`config.mk`:
```
export PLATFORM = sky130hd
export DESIGN_NAME = rmap_alias_remap
export DESIGN_NICKNAME = d
export VERILOG_FILES = /design/src/rmap_pkg.sv /design/src/rmap_alias_remap.sv
export SDC_FILE = /design/constraint.sdc
export NUM_CORES = 1
export LEC_CHECK = 0
export BUFFER_PORTS_ARGS = -buffer_cell sky130_fd_sc_hd__buf_2
export CAP_MARGIN = 5
export CORE_MARGIN = 2
export CORE_UTILIZATION = 60
export CTS_CLUSTER_SIZE = 28
export DETAILED_ROUTE_END_ITERATION = 10
export HOLD_SLACK_MARGIN = 0.12
export PLACE_DENSITY_LB_ADDON = 0.12
export SLEW_MARGIN = 5
export SYNTH_ARGS = -nofsm -noshare
export SYNTH_HDL_FRONTEND = slang
export SYNTH_SLANG_ARGS = --single-unit
```
`constraint.sdc`:
```
create_clock -name clk_in -period 7 [get_ports clk_in]
set_clock_uncertainty 0.1 [all_clocks]
set_input_delay 0 -clock clk_in [delete_from_list [all_inputs] [get_ports clk_in]]
set_output_delay 0 -clock clk_in [all_outputs]
set_load 0.005 [all_outputs]
```
`src/rmap_pkg.sv`:
```
// rmap_pkg: constants and carrier types for the alias remap block
// assumes a classic wishbone master with byte addresses, word per register
package rmap_pkg;
    // register indices; byte address is four times the index
    localparam logic [7:0] RMAP_PHYS4_IDX = 8'h3d;
    localparam logic [7:0] RMAP_PHYS5_IDX = 8'h3e;
    localparam logic [7:0] RMAP_PHYS6_IDX = 8'h3f;
    localparam logic [7:0] RMAP_PHYS7_IDX = 8'h40;
    localparam logic [7:0] RMAP_ALIAS0_IDX = 8'h41;
    // first physical entry index (entry n at base plus n)
    localparam logic [7:0] RMAP_PHYS_BASE_IDX = 8'h39;
    localparam logic [7:0] RMAP_ALIAS_BASE_IDX = RMAP_ALIAS0_IDX;
    // field layout
    localparam int RMAP_ADDR_MSB = 7;
    localparam int RMAP_ADDR_LSB = 1;
    localparam int RMAP_AUTOACK_BIT = 0;
    // values after reset, and the alias value that disables an entry
    localparam logic [7:0] RMAP_PHYS_RST = 8'h00;
    localparam logic [7:0] RMAP_ALIAS_RST = 8'h00;
    localparam logic [6:0] RMAP_ALIAS_OFF = 7'h00;
    // lowest bit of the index field in the wishbone address
    localparam int RMAP_IDX_LSB = 2;

    // wishbone request from the master
    typedef struct packed {
        logic cyc;
        logic stb;
        logic we;
        logic [3:0] sel;
        logic [31:0] adr;
        logic [31:0] dat;
    } rmap_wb_req_t;

    // local i2c transaction header seen by the decoder
    typedef struct packed {
        logic valid;
        logic [6:0] addr;
        logic rnw;
    } rmap_i2c_req_t;

    // header forwarded to the control channel
    typedef struct packed {
        logic valid;
        logic [6:0] addr;
        logic rnw;
        logic [2:0] entry;
    } rmap_fwd_t;
endpackage : rmap_pkg

```
`src/rmap_alias_remap.sv`:
```
// rmap_alias_remap: alias decoders, address translation and register file
// assumes one clock, synchronous inputs, classic wishbone single cycles
`timescale 1ns/10ps
module rmap_alias_remap #(
    parameter int NUM_ENTRIES = 8
) (
    // clock, reset, enable
    input wire logic clk_in,
    input wire logic reset_in,
    input wire logic ce_in,
    // wishbone slave
    input wire rmap_pkg::rmap_wb_req_t wb_req_in,
    output logic [31:0] wb_dat_out,
    output logic wb_ack_out,
    // local i2c transaction headers
    input wire rmap_pkg::rmap_i2c_req_t i2c_req_in,
    // forwarded headers and local answers
    output rmap_pkg::rmap_fwd_t fwd_out,
    output logic auto_ack_out,
    output logic miss_out
);
    import rmap_pkg::*;

    // true when idx addresses entry n of a table starting at base
    function automatic logic idx_hit(input logic [7:0] idx,
                                     input logic [7:0] base,
                                     input int n);
        idx_hit = (idx == 8'(base + 8'(n)));
    endfunction : idx_hit

    logic [7:0] phys_q [NUM_ENTRIES];
    logic [7:0] alias_q [NUM_ENTRIES];
    logic ack_q;
    logic [31:0] dat_q;
    rmap_fwd_t fwd_q;
    logic auto_ack_q;
    logic miss_q;

    // bus decode
    wire logic [7:0] bus_idx = wb_req_in.adr[RMAP_IDX_LSB +: 8];
    wire logic bus_req = wb_req_in.cyc & wb_req_in.stb;
    wire logic bus_wr = bus_req & wb_req_in.we & ack_q & wb_req_in.sel[0];
    logic [NUM_ENTRIES-1:0] phys_sel;
    logic [NUM_ENTRIES-1:0] alias_sel;
    logic [NUM_ENTRIES-1:0] hit;

    // per-entry decoders and registers
    for (genvar n = 0; n < NUM_ENTRIES; n++) begin : g_ent
        assign phys_sel[n] = idx_hit(bus_idx, RMAP_PHYS_BASE_IDX, n);
        assign alias_sel[n] = idx_hit(bus_idx, RMAP_ALIAS_BASE_IDX, n);
        // nonzero alias equal to incoming address
        assign hit[n] = (alias_q[n][RMAP_ADDR_MSB:RMAP_ADDR_LSB]
                         != RMAP_ALIAS_OFF)
                        && (alias_q[n][RMAP_ADDR_MSB:RMAP_ADDR_LSB]
                         == i2c_req_in.addr);

        // physical address register, bit 0 held at zero
        always_ff @(posedge clk_in) begin
            if (reset_in) begin
                phys_q[n] <= RMAP_PHYS_RST;
            end else if (ce_in && bus_wr && phys_sel[n]) begin
                phys_q[n] <= {wb_req_in.dat[7:1], 1'b0};
            end
        end

        // alias address and auto-ack register
        always_ff @(posedge clk_in) begin
            if (reset_in) begin
                alias_q[n] <= RMAP_ALIAS_RST;
            end else if (ce_in && bus_wr && alias_sel[n]) begin
                alias_q[n] <= wb_req_in.dat[7:0];
            end
        end
    end

    // lowest matching entry wins
    logic [2:0] hit_idx;
    always_comb begin
        hit_idx = 3'h0;
        for (int i = NUM_ENTRIES - 1; i >= 0; i--) begin
            if (hit[i]) begin
                hit_idx = 3'(i);
            end
        end
    end
    wire logic any_hit = |hit;
    wire logic [7:0] hit_phys = phys_q[hit_idx];
    wire logic hit_autoack = alias_q[hit_idx][RMAP_AUTOACK_BIT];

    // read mux; unmapped reads return zero
    logic [7:0] rd_byte;
    always_comb begin
        rd_byte = 8'h00;
        for (int i = 0; i < NUM_ENTRIES; i++) begin
            if (phys_sel[i]) begin
                rd_byte = phys_q[i];
            end
            if (alias_sel[i]) begin
                rd_byte = alias_q[i];
            end
        end
    end

    // wishbone answer: ack one cycle after the request, then drop
    always_ff @(posedge clk_in) begin
        if (reset_in) begin
            ack_q <= 1'b0;
            dat_q <= 32'h0000_0000;
        end else if (ce_in) begin
            ack_q <= bus_req & ~ack_q;
            dat_q <= {24'h00_0000, rd_byte};
        end
    end

    // translation stage: rewrite and forward (auto-ack writes also answered locally), or drop
    always_ff @(posedge clk_in) begin
        if (reset_in) begin
            fwd_q <= '0;
            auto_ack_q <= 1'b0;
            miss_q <= 1'b0;
        end else if (ce_in) begin
            fwd_q.valid <= i2c_req_in.valid & any_hit;
            fwd_q.addr <= hit_phys[RMAP_ADDR_MSB:RMAP_ADDR_LSB];
            fwd_q.rnw <= i2c_req_in.rnw;
            fwd_q.entry <= hit_idx;
            auto_ack_q <= i2c_req_in.valid & any_hit
                          & ~i2c_req_in.rnw & hit_autoack;
            miss_q <= i2c_req_in.valid & ~any_hit;
        end
    end

    assign wb_ack_out = ack_q;
    assign wb_dat_out = dat_q;
    assign fwd_out = fwd_q;
    assign auto_ack_out = auto_ack_q;
    assign miss_out = miss_q;

    // taken write header to an entry with auto-ack set
    wire logic aa_wr = ce_in & i2c_req_in.valid & any_hit
                       & ~i2c_req_in.rnw & hit_autoack;
endmodule : rmap_alias_remap

```
==> results.cfg <==
[global_route]
track_usage_pct = 37.73
antenna_found_initial = 0
grt_overflow = 0
grt_pass1_vias = 6499
grt_pass1_wl_um = 40390
grt_max_degree = 43

[power]
combPwrFrac_pct = 8.7
power.total_w = 0.002060
power_density_nw_per_um2 = 217.6
swShare_pct = 24.18
seqPwrFrac_pct = 47.5
clkPwrFrac_pct = 43.8
p_switching_w = 0.0004980
ir_drop_mv = 0.1654
power.internal_w = 0.001562
p_leak_nw = 3.439

[critical_path]
worst-path-max-fanout = 20
path_buf_inv = 3
arrival_ps = 4040
required_ps = 7280
slowest_delay_ps = 840
critical_path_class = reg2reg
end_kind = flip-flop
slowest_stage = a2111oi_2
crit_family = buffers and inverters
critPathLaunchType = flip-flop
path_cells = nor4_1 -> a211o_1 -> a2111oi_2 -> nor2_1 -> buf_4 -> nand3_1 -> nand3_1 -> dlygate4sd3_1 -> a21oi_1 -> dlygate4sd3_1

[clock_tree]
htree_num_levels = 4
numCtsBuffers = 17
clock_latency_ps = 430
path_clk_slew_ps = 60
cts_buffer_depth = 2
numClockSinks = 143
ctsResizeCount = 0
tritoncts = yes
clockRootBuffer = clkbuf_16
cts_hold_buf = 19
postCtsSetupBuffers = 0

[placed_design]
place_area_um2 = 8690
portBuffers = 54
dp_hpwl_um = 19400
gp_congestion = 1.050

[floorplanning]
core-area_um2 = 13830
start_util_pct = 61.27
num_rows = 43
fp.dieH_um = 122.8
die_width_um = 122.8
die_area_um2 = 15090
ios = 130

[logic_synthesis]
yosysSeqAreaShare_pct = 47.97
ys.flop_type = edfxtp_1
synth.distinct_cells = 68
syn_area_um2 = 8472
synth_edf_count = 120
syn-mean-instance-area_um2 = 10.32
yosys_warnings = 0
synthArstFlopShare_pct = 0
ys_ff_latch = 143
synth_cells = 821

[final_layout]
nets = 951
drive_above_1_share_pct = 12.83
syn_to_final_growth_pct = 11.73
fin_area_um2 = 9465
num_antenna_cells = 0

[detailed_routing]
wire_per_inst_um = 25.97
drt_wl_total_um = 27560
vias = 7218
vias_per_cell = 6.803
detail-route-antenna-nets = 0
drt_iter0_drc = 1198
drtPass1Iterations = 7
drcViolationCount = 0

[min_path]
min_path_type = in2reg

[job]
maxCapViolCount = 0

[timing]
fin_tns_setup_ps = 0
fin_crit_ps = 3762
setup-violations-final = 0
hold_viol_final = 0
worstMarginPinSlew_ps = 1094
slew_violations = 0
max_slew_margin_pct = 27.02
fmax_mhz = 265.8
rsz0062_at_grt = no
period_share_pct = 53.74

[status]
outcome = completed
path summary, 6_finish.rpt:
kind                               startpoint            to  slack, ps  depth (start not counted)
worst max-delay path            alias_q[1][6]   fwd_out[11]       3240                         10
worst min-delay path             wb_req_in[5]  phys_q[4][4]        140                          2
worst max register to register  alias_q[1][6]   fwd_out[11]       3240                         10
worst min register to register   auto_ack_out  auto_ack_out        360                          2
stage by stage:
step / utilization [%] / hold WS, ps / worst slack [ps] / std cells
after floorplan: - / 47.37 / 4359 / 844
after global placement: 62.85 / 148.7 / 3573 / 1010
after detailed placement: 62.85 / 165.8 / 3482 / 1010
after CTS: 68.46 / 123.0 / 3297 / 1061
after global routing: 68.46 / 129.8 / 3090 / 1061
final: 68.46 / 136.0 / 3238 / 1061
final cells by class:
| cell class | instances | area, um2 |
|---|---|---|
| clock buffer | 23 | 478.0 |
| clock inverter | 9 | 107.6 |
| fill | 1057 | 4362 |
| inverter | 20 | 75.07 |
| multi-input combinational | 608 | 4018 |
| sequential | 143 | 4064 |
| tap | 180 | 225.2 |
| timing repair buffer | 78 | 498.0 |
layout by cell type (no fill, tap or decap), types with 4 or more instances in the layout:
cell type,n
o2111ai_1,8
o21ai_0,20
nand3_1,15
dfxtp_1,23
nor4_1,14
a31o_2,5
o211ai_1,20
nor4b_1,5
conb_1,24
a2bb2oi_1,5
a2111o_1,5
xnor2_1,32
o22ai_1,7
and2_1,121
a2111oi_2,4
o21ai_1,7
a21oi_1,40
mux2_2,7
clkbuf_16,17
a22oi_1,12
a21o_1,11
buf_2,54
a211o_1,9
dlygate4sd3_1,19
nand2_1,34
mux2i_1,21
xor2_1,16
a221oi_1,10
o21bai_1,8
buf_4,5
nand4_1,12
a211oi_1,13
edfxtp_1,120
nor3_1,14
inv_1,17
nor2_1,59
o221ai_1,15
Yosys cell counts, types with 3 or more instances:
library cell | instances | share of area [%]
a2111oi_2 | 3 | 0.53
xnor2_1 | 32 | 3.3
o21ai_1 | 7 | 0.41
o2111ai_1 | 8 | 0.83
o21ai_0 | 20 | 1.2
a211o_1 | 9 | 0.93
edfxtp_1 | 120 | 43
and2_1 | 121 | 8.9
a221oi_1 | 10 | 1.0
inv_1 | 17 | 0.75
o22ai_1 | 7 | 0.52
buf_6 | 3 | 0.40
o21bai_1 | 8 | 0.71
dfxtp_1 | 23 | 5.4
nor4_1 | 14 | 1.0
o22a_1 | 3 | 0.31
a21oi_1 | 40 | 2.4
buf_4 | 24 | 2.1
o211ai_1 | 20 | 1.8
o221ai_1 | 15 | 1.6
nor3_1 | 14 | 0.83
mux2i_1 | 21 | 2.5
nor4b_1 | 5 | 0.52
a31o_2 | 5 | 0.52
a211oi_1 | 13 | 1.2
a22oi_1 | 12 | 1.1
xor2_1 | 16 | 1.7
nand3_1 | 15 | 0.89
a21o_1 | 11 | 0.97
nor2_1 | 60 | 2.7
buf_2 | 6 | 0.35
clkbuf_1 | 37 | 1.6
nand4_1 | 12 | 0.89
nand2_1 | 34 | 1.5
mux2_2 | 7 | 0.93
and3_1 | 3 | 0.22
a2bb2oi_1 | 5 | 0.52
a2111o_1 | 5 | 0.66
sequential cells by signal, indices dropped and copies added (netlist names):
register / count
wb_ack_out: 1
alias_q: 64
fwd_out: 12
miss_out: 1
phys_q: 56
wb_dat_out: 8
auto_ack_out: 1
power by group through the flow:
| stage | registers [W] | logic (W) | clock network (W) |
|---|---|---|---|
| 2_1_floorplan | 0.000981 | 0.000119 | 0 |
| 3_3_place_gp | 0.000993 | 0.000161 | 0 |
| 3_5_place_dp | 0.000994 | 0.000165 | 0 |
| 4_1_cts | 0.000976 | 0.000174 | 0.000897 |
| 5_1_grt | 0.000980 | 0.000190 | 0.000938 |
| 6_report | 0.000978 | 0.000179 | 0.000903 |
cell families (layout without fill, tap and decap cells):
| logic type | count (synthesis) | after routing | share of synthesized area, % |
|---|---|---|---|
| flip-flops | 143 | 143 | 47.97 |
| buffers and inverters | 93 | 130 | 5.730 |
| AO/OA/AOI/OAI | 218 | 218 | 19.20 |
| XOR/XNOR | 48 | 48 | 4.962 |
| AND/OR/NAND/NOR | 290 | 290 | 18.68 |
| multiplexers | 28 | 28 | 3.412 |
| other | 1 | 24 | 0.04426 |
routing by layer:
layer	vias to the layer above	share of wire [%]	track usage [%]	wire length, um
li1	3129	-	-	-
met1	3479	40	53.68	11010
met2	536	43	54.59	11880
met3	74	14	10.64	3741
met4	0	3.4	14.66	932
met5	-	0	0	0
Note: power is estimated with default switching activity, not from simulation.
